`src/diag_pkg.sv`:
```
// Purpose: constants and types shared by the off-line diagnostic selector
// Assumes: 40 MHz board clock, Avalon-MM slave with 32-bit data
// Notes: register offsets are byte addresses, one aligned word each
// What this block does
// - diagnostic mode only if enable jumper open at a start, held until the next start
// - five jumpers form test number, inserted reads one
// - power-up, bus init or wake command starts test
// - both lamps off when a test starts
// - each clean pass toggles ready lamp, reruns test
// - error stops repeats, error lamp blinks code
// - test numbers map to their documented test kinds
// - blink: 3s on, pulses, 2s off, pulses, 2s off, repeat
`default_nettype none
package diag_pkg;

	localparam int unsigned CLK_HZ = 40000000;

	// register map
	localparam logic [7:0] ADDR_WAKE = 8'h00;
	localparam logic [7:0] ADDR_STATUS = 8'h04;
	localparam logic [7:0] ADDR_PASS = 8'h08;
	localparam logic [7:0] ADDR_ERROR = 8'h0C;
	localparam logic [7:0] ADDR_IRQ_STAT = 8'h10;
	localparam logic [7:0] ADDR_IRQ_MASK = 8'h14;

	// jumper group layout and wake command bit
	localparam int JMP_ENABLE_BIT = 5;
	localparam int WAKE_CLEAR_BIT = 0;

	// status register fields
	localparam int ST_MODE = 0;
	localparam int ST_NUM_LO = 1;
	localparam int ST_RUN = 8;
	localparam int ST_FAIL = 9;
	localparam int ST_RDY = 10;
	localparam int ST_ERR = 11;
	localparam int ST_KIND_LO = 12;
	localparam int ST_UNIT = 15;

	// interrupt status and mask layout
	localparam int IRQ_W = 3;
	localparam int IRQ_START = 0;
	localparam int IRQ_PASS = 1;
	localparam int IRQ_ERROR = 2;
	localparam logic [2:0] IRQ_MASK_RESET = 3'h0;

	// test numbers
	localparam logic [4:0] TEST_ENV = 5'h1F;
	localparam logic [4:0] TEST_FACT_HI = 5'h1E;
	localparam logic [4:0] TEST_FACT_LO = 5'h1C;
	localparam logic [4:0] TEST_RWSEQ = 5'h1B;
	localparam logic [4:0] TEST_LAMPADDR = 5'h1A;
	localparam logic [4:0] TEST_FLOPPY0 = 5'h19;
	localparam logic [4:0] TEST_FLOPPY1 = 5'h18;
	localparam logic [4:0] TEST_HARD0 = 5'h17;
	localparam logic [4:0] TEST_HARD1 = 5'h16;
	localparam logic [4:0] TEST_TAPE = 5'h15;

	typedef enum logic [2:0] {
		KIND_OTHER,
		KIND_ENV,
		KIND_FACTORY,
		KIND_RWSEQ,
		KIND_LAMPADDR,
		KIND_FLOPPY,
		KIND_HARD,
		KIND_TAPE
	} testKind_e;

	// blink timing
	localparam int unsigned LEAD_S = 3;
	localparam int unsigned GAP_S = 2;
	localparam int unsigned PULSE_MS = 250;
	localparam int unsigned LEAD_CYC = LEAD_S * CLK_HZ;
	localparam int unsigned GAP_CYC = GAP_S * CLK_HZ;
	localparam int unsigned PULSE_CYC = PULSE_MS * (CLK_HZ / 1000);

endpackage
`default_nettype wire

```
`src/blink_if.sv`:
```
// Purpose: carries the error code to the blinker and the lamp level back
// Assumes: single clock domain
// Notes: lamp is a flop inside the blinker
`timescale 1ns/100ps
`default_nettype none
interface blink_if;
	logic enable;
	logic [7:0] code;
	logic lamp;
	modport ctrl (output enable, output code, input lamp);
	modport blinker (input enable, input code, output lamp);
endinterface
`default_nettype wire

```
`src/diag_blinker.sv`:
```
// Purpose: blinks an eight-bit error code as two hex digits of pulses
// Assumes: code is stable while enable is high
// Notes: dropping enable parks the sequence at its start with the lamp off
`timescale 1ns/100ps
`default_nettype none
module diag_blinker
	import diag_pkg::*;
#(
	parameter int unsigned LEAD_CYCLES = LEAD_CYC,
	parameter int unsigned GAP_CYCLES = GAP_CYC,
	parameter int unsigned PULSE_CYCLES = PULSE_CYC
)(
	input wire logic clk, // board clock
	input wire logic rst, // synchronous reset
	blink_if.blinker bl // code in, lamp out
);

	typedef enum logic [1:0] {B_LEAD, B_PON, B_POFF, B_GAP} blink_e;

	blink_e st_r, st_nxt;
	logic [31:0] cnt_r, cnt_nxt;
	logic [3:0] left_r, left_nxt;
	logic digit_r, digit_nxt;
	logic lamp_r, lamp_nxt;

	assign bl.lamp = lamp_r;

	always_comb
	begin
		st_nxt = st_r;
		cnt_nxt = cnt_r + 32'h1;
		left_nxt = left_r;
		digit_nxt = digit_r;
		case (st_r)
			B_LEAD:
				// count is one on the first lit cycle, so the lead lasts LEAD_CYCLES
				if (cnt_r == LEAD_CYCLES)
				begin
					cnt_nxt = 32'h0;
					digit_nxt = 1'b0;
					left_nxt = bl.code[7:4];
					// off time first, or the lead would swallow the first pulse
					st_nxt = (bl.code[7:4] == 4'h0) ? B_GAP : B_POFF;
				end
			B_PON:
				if (cnt_r == PULSE_CYCLES - 1)
				begin
					cnt_nxt = 32'h0;
					left_nxt = left_r - 4'h1;
					// the off time after the last pulse is folded into the gap
					st_nxt = (left_r == 4'h1) ? B_GAP : B_POFF;
				end
			B_POFF:
				if (cnt_r == PULSE_CYCLES - 1)
				begin
					cnt_nxt = 32'h0;
					st_nxt = B_PON;
				end
			default:
				if (cnt_r == GAP_CYCLES - 1)
				begin
					cnt_nxt = 32'h0;
					if (!digit_r)
					begin
						digit_nxt = 1'b1;
						left_nxt = bl.code[3:0];
						st_nxt = (bl.code[3:0] == 4'h0) ? B_GAP : B_PON;
					end
					else
					begin
						// lamp lights on this edge, so the lead count starts at one
						cnt_nxt = 32'h1;
						st_nxt = B_LEAD;
					end
				end
		endcase
		if (!bl.enable)
		begin
			st_nxt = B_LEAD;
			cnt_nxt = 32'h0;
			digit_nxt = 1'b0;
			left_nxt = 4'h0;
		end
		lamp_nxt = bl.enable && (st_nxt == B_LEAD || st_nxt == B_PON);
	end

	always_ff @(posedge clk)
	begin
		if (rst)
		begin
			st_r <= B_LEAD;
			cnt_r <= 32'h0;
			left_r <= 4'h0;
			digit_r <= 1'b0;
			lamp_r <= 1'b0;
		end
		else
		begin
			st_r <= st_nxt;
			cnt_r <= cnt_nxt;
			left_r <= left_nxt;
			digit_r <= digit_nxt;
			lamp_r <= lamp_nxt;
		end
	end

endmodule
`default_nettype wire

```
`src/offline_diag_selector.sv`:
```
// Purpose: selects an off-line diagnostic from jumpers, starts it, drives the lamps
// Assumes: board software runs the test and reports pass or error over the bus
// Notes: every start event re-samples the jumper group
//
// Chosen here: the Avalon-MM register port and the address map.
`timescale 1ns/100ps
`default_nettype none
module offline_diag_selector
	import diag_pkg::*;
#(
	parameter int unsigned LEAD_CYCLES = LEAD_CYC,
	parameter int unsigned GAP_CYCLES = GAP_CYC,
	parameter int unsigned PULSE_CYCLES = PULSE_CYC
)(
	input wire logic clk, // board clock
	input wire logic rst, // synchronous reset, high
	input wire logic [5:0] diagSelectJumpers, // 1 = jumper inserted
	input wire logic busInitN, // host bus init, low active
	input wire logic [7:0] address, // byte address
	input wire logic read, // read request
	input wire logic write, // write request
	input wire logic [31:0] writedata, // write data
	input wire logic [3:0] byteenable, // write lanes
	output logic [31:0] readdata, // read data
	output logic waitrequest, // stall
	output logic irq, // level interrupt
	output logic readyLamp, // ready lamp
	output logic errorLamp, // error lamp
	output logic testStart, // pulse: run one pass
	output logic [4:0] testNumber, // latched test number
	output logic diagActive // diagnostic mode latched
);

	////////////////////////////////////////////////////////////////////////////
	// state

	typedef enum logic [1:0] {S_IDLE, S_RUN, S_FAIL} diag_e;

	diag_e st_r, st_nxt;
	logic mode_r, mode_nxt;
	logic [4:0] num_r, num_nxt;
	logic rdy_r, rdy_nxt;
	logic [7:0] errCode_r, errCode_nxt;
	logic start_r, start_nxt;
	logic powerUp_r, powerUp_nxt;
	logic initPrev_r, initPrev_nxt;
	logic wait_r, wait_nxt;
	logic [31:0] rd_r, rd_nxt;
	logic [IRQ_W-1:0] irqStat_r, irqStat_nxt;
	logic [IRQ_W-1:0] irqMask_r, irqMask_nxt;
	logic irq_r, irq_nxt;
	logic errLamp_r;

	blink_if bl ();

	////////////////////////////////////////////////////////////////////////////
	// bus decode

	logic req, take;
	logic wrWake, wrPass, wrError, wrMask, rdIrq;

	assign req = read || write;
	// one wait cycle: the request is seen, then taken on the next edge
	assign take = req && !wait_r;
	assign wrWake = take && write && byteenable[0] && address == ADDR_WAKE
		&& writedata[WAKE_CLEAR_BIT];
	assign wrPass = take && write && address == ADDR_PASS;
	assign wrError = take && write && byteenable[0] && address == ADDR_ERROR;
	assign wrMask = take && write && byteenable[0] && address == ADDR_IRQ_MASK;
	assign rdIrq = take && read && address == ADDR_IRQ_STAT;

	////////////////////////////////////////////////////////////////////////////
	// test classification

	testKind_e kind;
	logic unit;

	always_comb
	begin
		kind = KIND_OTHER;
		unit = 1'b0;
		case (num_r)
			TEST_ENV: kind = KIND_ENV;
			TEST_RWSEQ: kind = KIND_RWSEQ;
			TEST_LAMPADDR: kind = KIND_LAMPADDR;
			TEST_FLOPPY0: kind = KIND_FLOPPY;
			TEST_FLOPPY1:
			begin
				kind = KIND_FLOPPY;
				unit = 1'b1;
			end
			TEST_HARD0: kind = KIND_HARD;
			TEST_HARD1:
			begin
				kind = KIND_HARD;
				unit = 1'b1;
			end
			TEST_TAPE: kind = KIND_TAPE;
			default:
				if (num_r >= TEST_FACT_LO && num_r <= TEST_FACT_HI)
					kind = KIND_FACTORY;
		endcase
	end

	////////////////////////////////////////////////////////////////////////////
	// status word

	logic [31:0] status;

	always_comb
	begin
		status = 32'h0;
		status[ST_MODE] = mode_r;
		status[ST_NUM_LO +: 5] = num_r;
		status[ST_RUN] = (st_r == S_RUN);
		status[ST_FAIL] = (st_r == S_FAIL);
		status[ST_RDY] = rdy_r;
		status[ST_ERR] = errLamp_r;
		status[ST_KIND_LO +: 3] = kind;
		status[ST_UNIT] = unit;
	end

	////////////////////////////////////////////////////////////////////////////
	// diagnostic sequencing

	logic startEv, initFall, stopEv, passEv;

	assign initFall = initPrev_r && !busInitN;
	assign startEv = powerUp_r || initFall || wrWake;
	assign passEv = wrPass && st_r == S_RUN;
	assign stopEv = wrError && st_r == S_RUN;

	always_comb
	begin
		st_nxt = st_r;
		mode_nxt = mode_r;
		num_nxt = num_r;
		rdy_nxt = rdy_r;
		errCode_nxt = errCode_r;
		start_nxt = 1'b0;
		powerUp_nxt = 1'b0;
		initPrev_nxt = busInitN;
		if (startEv)
		begin
			// a later start also ends a blinking error code
			mode_nxt = !diagSelectJumpers[JMP_ENABLE_BIT];
			num_nxt = diagSelectJumpers[4:0];
			rdy_nxt = 1'b0;
			errCode_nxt = 8'h00;
			if (!diagSelectJumpers[JMP_ENABLE_BIT])
			begin
				st_nxt = S_RUN;
				start_nxt = 1'b1;
			end
			else
			begin
				st_nxt = S_IDLE;
			end
		end
		else if (stopEv)
		begin
			st_nxt = S_FAIL;
			rdy_nxt = 1'b0;
			errCode_nxt = writedata[7:0];
		end
		else if (passEv)
		begin
			rdy_nxt = !rdy_r;
			start_nxt = 1'b1;
		end
	end

	always_ff @(posedge clk)
	begin
		if (rst)
		begin
			st_r <= S_IDLE;
			mode_r <= 1'b0;
			num_r <= 5'h00;
			rdy_r <= 1'b0;
			errCode_r <= 8'h00;
			start_r <= 1'b0;
			// power-up counts as a start event on the first edge after reset
			powerUp_r <= 1'b1;
			initPrev_r <= 1'b1;
		end
		else
		begin
			st_r <= st_nxt;
			mode_r <= mode_nxt;
			num_r <= num_nxt;
			rdy_r <= rdy_nxt;
			errCode_r <= errCode_nxt;
			start_r <= start_nxt;
			powerUp_r <= powerUp_nxt;
			initPrev_r <= initPrev_nxt;
		end
	end

	////////////////////////////////////////////////////////////////////////////
	// error lamp blinker

	assign bl.enable = (st_r == S_FAIL);
	assign bl.code = errCode_r;
	assign errLamp_r = bl.lamp;

	diag_blinker #(
		.LEAD_CYCLES(LEAD_CYCLES),
		.GAP_CYCLES(GAP_CYCLES),
		.PULSE_CYCLES(PULSE_CYCLES)
	) u_blinker (
		.clk(clk),
		.rst(rst),
		.bl(bl)
	);

	////////////////////////////////////////////////////////////////////////////
	// register slave and interrupts

	always_comb
	begin
		wait_nxt = !(req && wait_r);
		rd_nxt = rd_r;
		if (req && wait_r && read)
		begin
			// unmapped and write-only addresses read as zero
			if (address == ADDR_STATUS)
				rd_nxt = status;
			else if (address == ADDR_ERROR)
				rd_nxt = {24'h000000, errCode_r};
			else if (address == ADDR_IRQ_STAT)
				rd_nxt = {29'h00000000, irqStat_r};
			else if (address == ADDR_IRQ_MASK)
				rd_nxt = {29'h00000000, irqMask_r};
			else
				rd_nxt = 32'h0;
		end
		irqMask_nxt = wrMask ? writedata[IRQ_W-1:0] : irqMask_r;
		// clear on read first, so an event in the same cycle survives
		irqStat_nxt = rdIrq ? {IRQ_W{1'b0}} : irqStat_r;
		if (start_nxt && startEv)
			irqStat_nxt[IRQ_START] = 1'b1;
		if (passEv && !startEv)
			irqStat_nxt[IRQ_PASS] = 1'b1;
		if (stopEv && !startEv)
			irqStat_nxt[IRQ_ERROR] = 1'b1;
		irq_nxt = |(irqStat_nxt & irqMask_nxt);
	end

	always_ff @(posedge clk)
	begin
		if (rst)
		begin
			wait_r <= 1'b1;
			rd_r <= 32'h0;
			irqStat_r <= {IRQ_W{1'b0}};
			irqMask_r <= IRQ_MASK_RESET;
			irq_r <= 1'b0;
		end
		else
		begin
			wait_r <= wait_nxt;
			rd_r <= rd_nxt;
			irqStat_r <= irqStat_nxt;
			irqMask_r <= irqMask_nxt;
			irq_r <= irq_nxt;
		end
	end

	////////////////////////////////////////////////////////////////////////////
	// outputs

	assign readdata = rd_r;
	assign waitrequest = wait_r;
	assign irq = irq_r;
	assign readyLamp = rdy_r;
	assign errorLamp = errLamp_r;
	assign testStart = start_r;
	assign testNumber = num_r;
	assign diagActive = mode_r;

endmodule
`default_nettype wire

```
`config.mk`:
```
export PLATFORM = sky130hd
export DESIGN_NAME = offline_diag_selector
export DESIGN_NICKNAME = d
export VERILOG_FILES = /design/src/diag_pkg.sv /design/src/blink_if.sv /design/src/diag_blinker.sv /design/src/offline_diag_selector.sv
export SDC_FILE = /design/constraint.sdc
export NUM_CORES = 1
export LEC_CHECK = 0
export BUFFER_PORTS_ARGS = -buffer_cell sky130_fd_sc_hd__buf_2
export CAP_MARGIN = 15
export CORE_ASPECT_RATIO = 1.5
export CORE_MARGIN = 2
export CORE_UTILIZATION = 54
export DETAILED_ROUTE_END_ITERATION = 12
export PLACE_DENSITY = 0.8
export REMOVE_ABC_BUFFERS = 1
export SLEW_MARGIN = 20
export SYNTH_ARGS = -nofsm -noshare
export SYNTH_HDL_FRONTEND = slang
export SYNTH_HIERARCHICAL = 1
export SYNTH_SLANG_ARGS = --single-unit
```
`constraint.sdc`:
```
create_clock -name clk -period 3.05 [get_ports clk]
set_input_delay 0.4575 -clock clk [delete_from_list [all_inputs] [get_ports clk]]
set_output_delay 0.4575 -clock clk [all_outputs]
set_load 0.02 [all_outputs]
```
* Word level (Yosys, flattened, before mapping)
Index checks and enable logic that the tools add are counted.
** Word-level totals
- Register bits after elaboration :: 100
- Bits of input ports :: 55
- Logic and storage cells :: 142
** Cells by class
- Add/subtract/negate cells :: 2
- Magnitude comparators :: 2
- Equal/unequal tests :: 25
- Multiplexer cells :: 43
- Bitwise operators :: 4
- Reduce and logical (&&, ||, !) cells :: 48
** Operators with widths (number)
- 32-bit two-way mux :: 3
- 32-bit by 27-bit equality test with 1-bit output (second input constant) :: 2
- 32-bit one-hot mux with 2 select lines :: 1
- 5-bit equality test (second input constant) :: 8
- 32-bit by 1-bit adder with 32-bit output (second input constant) :: 1
- 32-bit by 24-bit equality test with 1-bit output (second input constant) :: 1
- 1-bit logical AND :: 20
- 2-bit two-way mux :: 10
- 3-bit one-hot mux with 6 select lines :: 1
- 8-bit by 4-bit equality test with 1-bit output (second input constant) :: 2
- 8-bit by 5-bit equality test with 1-bit output (second input constant) :: 2
- 16-bit two-way mux :: 1
- 4-bit two-way mux :: 4
- 1-bit two-way mux :: 15
- 3-bit two-way mux :: 4
- 4-bit one-hot mux with 3 select lines :: 1
- 2-bit OR reduction :: 6
- 8-bit by 3-bit equality test with 1-bit output (second input constant) :: 1
- 4-bit logical NOT :: 2
- 8-bit logical NOT :: 1
- 8-bit two-way mux :: 1
- 2-bit by 1-bit equality test with 1-bit output (second input constant) :: 3
- 1-bit logical NOT :: 6
- 2-bit one-hot mux with 3 select lines :: 1
- 17 further kinds :: 27

* Longest topological paths before layout
Gate-level depths: netlist of run 1.
- Depth in word-level cells :: 12
- Depth in mapped cells :: 8

* By module
Netlist of run 1, hierarchy kept.
** By module, submodules not included
- diag_blinker :: times used 1, cells an instance 274, area an instance 2329.7 um2, seq. area each 800.8 um2
- offline_diag_selector :: times used 1, cells an instance 221, area an instance 2024.4 um2, seq. area each 880.8 um2

* Worst setup path after synthesis of run 1
OpenSTA, ideal clock, no wires.
- Kind :: register to register
- Start point :: register u_blinker.cnt_r[0]
- End point :: register u_blinker.left_r[0]
- Arrival :: 2.266 ns
- Slack :: 0.689 ns
- Cell stages (with the launch flop) :: 8
- Path buffers :: 1
- Clock period less this slack :: 2.361 ns
- Path through :: dfxtp_1 > ha_1 > and3_1 > buf_2 > nand4_4 > or4_4 > a2111o_1 > a221oi_1
** Between the ends
- Cells in the longest elaborated chain, start to end :: 3
- Elaborated cells on any way between the ends :: 7
- Those cells by class :: eq/ne: 5; reduce/logical: 2
** RTL lines
- start, declared :: line diag_blinker.sv:21 : logic [31:0] cnt_r, cnt_nxt;
- start signal, assigned :: line diag_blinker.sv:100 : cnt_r <= cnt_nxt;
- 32-bit by 24-bit equality test with 1-bit output, or another cell as far along :: line diag_blinker.sv:46 : if (cnt_r == PULSE_CYCLES - 1)
- 2-bit by 1-bit inequality test with 1-bit output (no source line) / 3-bit nonzero test (equally long branches)
- 5-bit AND reduction (no source line) (*)
- end signal, assigned :: line diag_blinker.sv:101 : left_r <= left_nxt;
- end, declared :: line diag_blinker.sv:22 : logic [3:0] left_r, left_nxt;
Every way passes the cells marked *; elsewhere a longest branch is shown, timed or not.
A chain may end at the register's enable or synchronous reset.

* Worst setup path after layout of run 1
- Start point :: register u_blinker.cnt_r[0]
- End point :: register u_blinker.left_r[1]
The elaborated chain is that of the path after synthesis.

==> metrics.md, run 1 <==
| Metric | Value |
|---|---|
| Status | completed |
| Initial Util | 55.1% |
| Drt initial violations | ~220 |
| Final Worst Setup Slack | 0.424 ns |
| Vias per cell | just under 6 |
| Clock Path Buffers | 2 |
| Initial antenna violation count | 0 |
| Antenna diode instance count | 0 |
| Top FF cell, synth | dfxtp_1 |
| Post-synthesis sequential area ratio | approximately 39% |
| Row count | 40 |
| Tmin final | around 2.6 ns |
| Max IR drop VDD | 388 uV |
| Worst min path class | primary input to flip-flop |
| Setup bufs post-CTS | 0 |
| Fmax achieved | 0.381 GHz |
| Post-cts sizing count | 0 |
| Clk Latency, worst-skew pair | 0.34 ns |
| Cts bufs inserted | 9 |
| Syn Inst Count | 495 |
| Placer Congestion | approximately 0.86 |
| Fin. Hold Viols | 0 |
| CTS HTree Levels | 3 |
| Final HPWL from detailed placement | about 7.6 mm |
| Yosys top cell by area | dfxtp_1 |
| CTS Root Cell | clkbuf_16 |
| Worst setup path class | flip-flop to flip-flop |
| # nets final | between 600 and 700 |
| RSZ-0062 raised after global routing | no |
| Core box area | roughly 7900 sq um |
| DR DRC count | 0 |
| Critical path fanouts, max | 6 |
| Synth Register Bits | 84 |
| Vias in the first global route | 3656 |
| IO Pins | 98 |
| Final setup skew | 0.00542 ns |
| Crit. End Element | flip-flop |
| P&R area growth vs syn | 14.3% |
| Die area | between 8000 and 9000 sq um |
| Via Count | around 3.8k |
| Pwr/cell area | approximately 500 nW/um^2 |
| Required @ worst endpoint | approximately 3.3 ns |
| Worst Tran Pin Value | around 0.59 ns |
| Pre-CTS setup slack | 0.431 ns |
| Post-synth ARST share | 0% |
| Largest net degree at the start of global routing | 36 |
| Layout cell share with drive strength beyond 1 | approximately 16% |
| CP max stage delay | between 0.5 and 0.6 ns |
| Avg Cell Area, Syn | between 8 and 9 sq um |
| Die width | 77.3 microns |
| # port buffers | between 50 and 60 |
| Reg clk slew, reported paths | around 0.060 ns |
| Post-DRT Antenna Nets | 0 |
| Post-synth EDFFs | 0 |
| Number of synthesis warnings | 6 |
| Total power | between 2 and 2.5 mW |
| CP Data Arrival Time | between 2 and 3 ns |
| CTS tree | yes |
| Global-route wire length before repair | ~17 mm |
| Tcrit/Tclk final | between 80% and 90% |
| Final wirelength | roughly 10 mm |
| Largest cells by area after synthesis | dfxtp_1 39%, mux2i_1 6.0%, nor2_1 5.9% |
| Leak | roughly 1.9 nW |
| Slowest cell on crit path | or4_4 |
| Total track usage | between 20% and 30% |
| Yosys top cell area share | 38.6% |
| Relative slew slack | between 60% and 70% |
| Synthesized area | approximately 4400 sq um |
| Clk sinks | between 80 and 90 |
| Worst hold slack | around 0.32 ns |
| Critical path launch point type | flip-flop |
| Crit-path cells | ha_1 > and3_1 > nand4_4 > or4_4 > a2111o_1 > a221oi_1 |
| Max-Cap Viols | 0 |
| # setup viols final | 0 |
| Hold-fix buffers at CTS | 0 |
| DR pass1 iterations | 4 |
| WL/cell | about 16 microns |
| Post-route setup TNS | 0 ns |
| Die height | roughly 110 microns |
| Slew Limit Fails | 0 |
| GRT Residual Overflow | 0 |
| Yosys cell types | between 60 and 70 |
## logic make-up after synthesis
family | synth area share, %
simple gates | 27.4
compound gates | 13.2
other cells | 0.0861
flops | 38.6
buf+inv | 6.49
mux | 5.98
fa+ha+maj | 2.30
xor+xnor | 5.83
## registers in the layout, summed over array words and instances, names as in the netlist
| register | count |
|---|---|
| st_r | 2 |
| waitrequest | 1 |
| u_blinker/left_r | 4 |
| u_blinker/st_r | 2 |
| testStart | 1 |
| bl.code | 8 |
| u_blinker/cnt_r | 32 |
| initPrev_r | 1 |
| readdata | 16 |
| irqStat_r | 3 |
| powerUp_r | 1 |
| testNumber | 5 |
| diagActive | 1 |
| irq | 1 |
| readyLamp | 1 |
| u_blinker/digit_r | 1 |
| u_blinker/bl.lamp | 1 |
| irqMask_r | 3 |
## cell type report
cell class	count	area, sq um
timing repair buffer	59	308
multi-input combinational	370	2450
inverter	18	67.6
fill	684	2930
tap	105	131
clock buffer	10	229
sequential	84	1680
clock inverter	6	113
## cells in the final DEF, fill, tap and decap left out, types with 6 or more instances in the layout
cell type	n
and3_1	7
a32oi_1	7
a22oi_1	8
nor2_1	68
buf_2	54
mux2i_1	26
o31ai_1	6
o21ai_0	10
inv_1	18
nor3_1	10
a21oi_1	21
dfxtp_1	84
conb_1	16
ha_1	8
xnor2_1	24
clkbuf_16	9
nor4_1	17
nand3_1	20
nand2_1	33
## cells in the mapped netlist, drive strengths merged, types with 2 or more instances
| library cell | instances |
|---|---|
| o21ai | 10 |
| a211o | 2 |
| nor2 | 68 |
| nand4b | 2 |
| nand2 | 34 |
| nand4bb | 2 |
| and3 | 7 |
| a221oi | 3 |
| and4 | 3 |
| o2bb2ai | 4 |
| nand3 | 20 |
| clkbuf | 15 |
| a32oi | 7 |
| dfxtp | 84 |
| xor2 | 5 |
| nand2b | 2 |
| o31a | 5 |
| o31ai | 6 |
| nor2b | 3 |
| and2 | 3 |
| xnor2 | 24 |
| ha | 8 |
| nor4 | 21 |
| mux2i | 26 |
| nand4 | 7 |
| nor4bb | 2 |
| buf | 23 |
| a22oi | 8 |
| nand3b | 2 |
| o22ai | 2 |
| nor3b | 4 |
| or4 | 7 |
| a21oi | 22 |
| nor4b | 3 |
| inv | 18 |
| or3 | 5 |
| nor3 | 10 |
| o211ai | 2 |
## worst paths after layout
path	to	start	slack (ns)	cells past startpoint
worst min-delay path	initPrev_r	busInitN	0.32	3
worst max-delay path	u_blinker/left_r[1]	u_blinker/cnt_r[0]	0.42	6
worst min register to register	readdata[7]	readdata[7]	0.47	2
worst max register to register	u_blinker/left_r[1]	u_blinker/cnt_r[0]	0.42	6
## through the flow
step                area, sq um  utilization (%)  instances
floorplan                  4200                -        472
global placement           4630             58.6        636
detailed placement         4630             58.6        636
CTS                        4980             62.9        652
global route               4980             62.9        652
finish                     4980             62.9        652
## where the power goes
group,switching [mW],internal (mW),leakage [nW]
clock,0.436,0.801,0.167
combinational,0.0796,0.0391,1.00
sequential,0.0148,1.11,0.679
total,0.531,1.95,1.85
## worst max-delay path, delay by kind of cell (launching register included)
kind            cells  cell delay, ns
simple gates        3            1.07
compound gates      2            0.83
flops               1            0.40
fa+ha+maj           1            0.22
## layer usage
metal,share of wire [%],global-route usage (%)
met5,0,0
met4,2.6,13.2
met3,4.6,5.14
met2,54,44.5
met1,39,25.4
Note: power is estimated with default switching activity, not from simulation.
==> run 2, diff against run 1 <==
Settings changed: MAX_ROUTING_LAYER set to met4.
==> metrics.md, run 2 (synthesized netlist as in run 1, its figures left out) <==
| Metric | Value |
|---|---|
| Status | completed |
| Post-DRT Antenna Nets | 0 |
| Required @ worst endpoint | approximately 3.3 ns |
| Reg2reg path depth | 6 |
| R2R Path End | u_blinker/left_r[1] |
| Critical Path Sink | u_blinker/left_r[1] |
| Layout cell share with drive strength beyond 1 | between 15 and 20% |
| CP max stage delay | between 0.5 and 0.6 ns |
| Final wirelength | between 10 and 15 mm |
| Critical path launch point type | flip-flop |
| RSZ-0062 raised after global routing | no |
| Reg clk slew, reported paths | ~0.06 ns |
| WL/cell | about 16 microns |
| Initial Util | between 50 and 60% |
| Die area | a little under 9000 sq um |
| Hold-fix buffers at CTS | 0 |
| Register bank with the most flops | u_blinker/cnt_r |
| Core box area | 7910 sq um |
| Post-route setup TNS | 0 ns |
| Clock Path Buffers | 2 |
| Antenna diode instance count | 0 |
| Pwr/cell area | ~500 nW/um^2 |
| Via Count | 3758 |
| Clk Latency, worst-skew pair | about 0.34 ns |
| Die height | roughly 110 microns |
| Vias in the first global route | between 3k and 4k |
| Tmin final | between 2 and 3 ns |
| Global-route wire length before repair | about 17 mm |
| Drt initial violations | 230 |
| Placer Congestion | roughly 0.87 |
| Initial antenna violation count | 0 |
| Die width | approximately 77 microns |
| P_int | between 1.5 and 2 mW |
| Total track usage | around 25% |
| P_sw | roughly 0.53 mW |
| CTS tree | yes |
| Fin. Hold Viols | 0 |
| Largest net degree at the start of global routing | 36 |
| FF-to-FF Start | u_blinker/cnt_r[0] |
| Worst Path Buf+Inv | 0 |
| Leak | ~1.9 nW |
| # nets final | 605 |
| Post-cts sizing count | 0 |
| Tcrit/Tclk final | a little under nine tenths |
| Clock share of power | around half |
| Max IR drop VDD | a little under 400 uV |
| Family with the most delay on the worst path | simple AND/OR/NAND/NOR gates |
| Crit-path cells | ha_1 > and3_1 > nand4_4 > or4_4 > a2111o_1 > a221oi_1 |
| Commonest non-fill, non-tap cell in the layout | dfxtp_1 |
| Combinational power share | 4.8% |
| Max-Cap Viols | 0 |
| Fmax achieved | between 0.3 and 0.4 GHz |
| DR DRC count | 0 |
| Worst min path class | primary input to flip-flop |
| Worst R2R Setup Slack | between 0.4 and 0.5 ns |
| Most frequent cells in the layout | 84 x dfxtp_1, 68 x nor2_1, 54 x buf_2, 33 x nand2_1, 26 x mux2i_1 |
| CP Depth | 6 |
| Final HPWL from detailed placement | roughly 7.6 mm |
| Relative slew slack | ~60% |
| Worst Tran Pin Value | about 0.59 ns |
| Slew Limit Fails | 0 |
| Cts bufs inserted | 9 |
| Setup bufs post-CTS | 0 |
| DR pass1 iterations | 4 |
| Switching share of power | between 20 and 25% |
| CTS HTree Levels | 3 |
| Clk sinks | 84 |
| Critical path fanouts, max | 6 |
| GRT Residual Overflow | 0 |
| Slowest cell on crit path | or4_4 |
| Hold depth | 3 |
| Worst setup path class | flip-flop to flip-flop |
| IO Pins | 98 |
| Number of flip-flops in the largest register | 32 |
| Final setup skew | between 0.004 and 0.005 ns |
| Sequential power share | a little under half |
| Vias per cell | around 5.8 |
| # port buffers | 54 |
| Crit. End Element | flip-flop |
| Row count | 40 |
| # setup viols final | 0 |
| P&R area growth vs syn | 14.3% |
| CTS Root Cell | clkbuf_16 |
| Worst setup path start | u_blinker/cnt_r[0] |
| Final core utilization | a little over three fifths |
| CP Data Arrival Time | about 2.9 ns |
## run 2: cell counts in the layout (fill, tap and decap cells not counted)
Identical to the previous run, type by type.
## run 2: power groups by stage
stage | Clock [mW] | Combinational (mW) | Sequential (mW)
global route | 1.30 | 0.129 | 1.12
CTS | 1.25 | 0.118 | 1.12
global placement | 0 | 0.115 | 1.15
floorplan | 0 | 0.0598 | 1.15
detailed placement | 0 | 0.117 | 1.15
finish | 1.24 | 0.119 | 1.12
## run 2: worst min-delay path: cells and delay by family
kind          cells  cell delay (ns)
simple gates      1             0.05
buf+inv           2             0.13
## run 2: area by class of cell
| cell class | instances | area (sq um) |
|---|---|---|
| clock buffer | 10 | 229 |
| inverter | 18 | 67.6 |
| fill | 684 | 2930 |
| multi-input combinational | 370 | 2450 |
| clock inverter | 6 | 113 |
| sequential | 84 | 1680 |
| tap | 105 | 131 |
| timing repair buffer | 59 | 308 |
## run 2: per-layer routing
layer	global-route usage (%)	part of all wire, %
met3	4.83	4.2
met4	13.2	3.1
met2	44.3	54
met1	25.7	39
met5	-	0
## run 2: per-stage QoR
stage | instances | worst slack (ns) | instance area [sq um] | hold slack (ns) | power (mW)
2_1_floorplan | 472 | 0.588 | 4200 | 0.452 | 1.21
3_3_place_gp | 636 | 0.525 | 4630 | 0.436 | 1.26
3_5_place_dp | 636 | 0.431 | 4630 | 0.459 | 1.26
4_1_cts | 652 | 0.420 | 4980 | 0.316 | 2.49
5_1_grt | 652 | 0.268 | 4980 | 0.323 | 2.55
6_report | 652 | 0.424 | 4980 | 0.318 | 2.48
## run 2: how the worst min path moves through the flow
stage	start	to	slack, ns
final	busInitN	initPrev_r	0.32
after global placement	readdata[7]	readdata[7]	0.44
after detailed placement	readdata[7]	readdata[7]	0.46
after global routing	busInitN	initPrev_r	0.32
after floorplan	u_blinker/cnt_r[31]	u_blinker/cnt_r[31]	0.45
after CTS	busInitN	initPrev_r	0.32
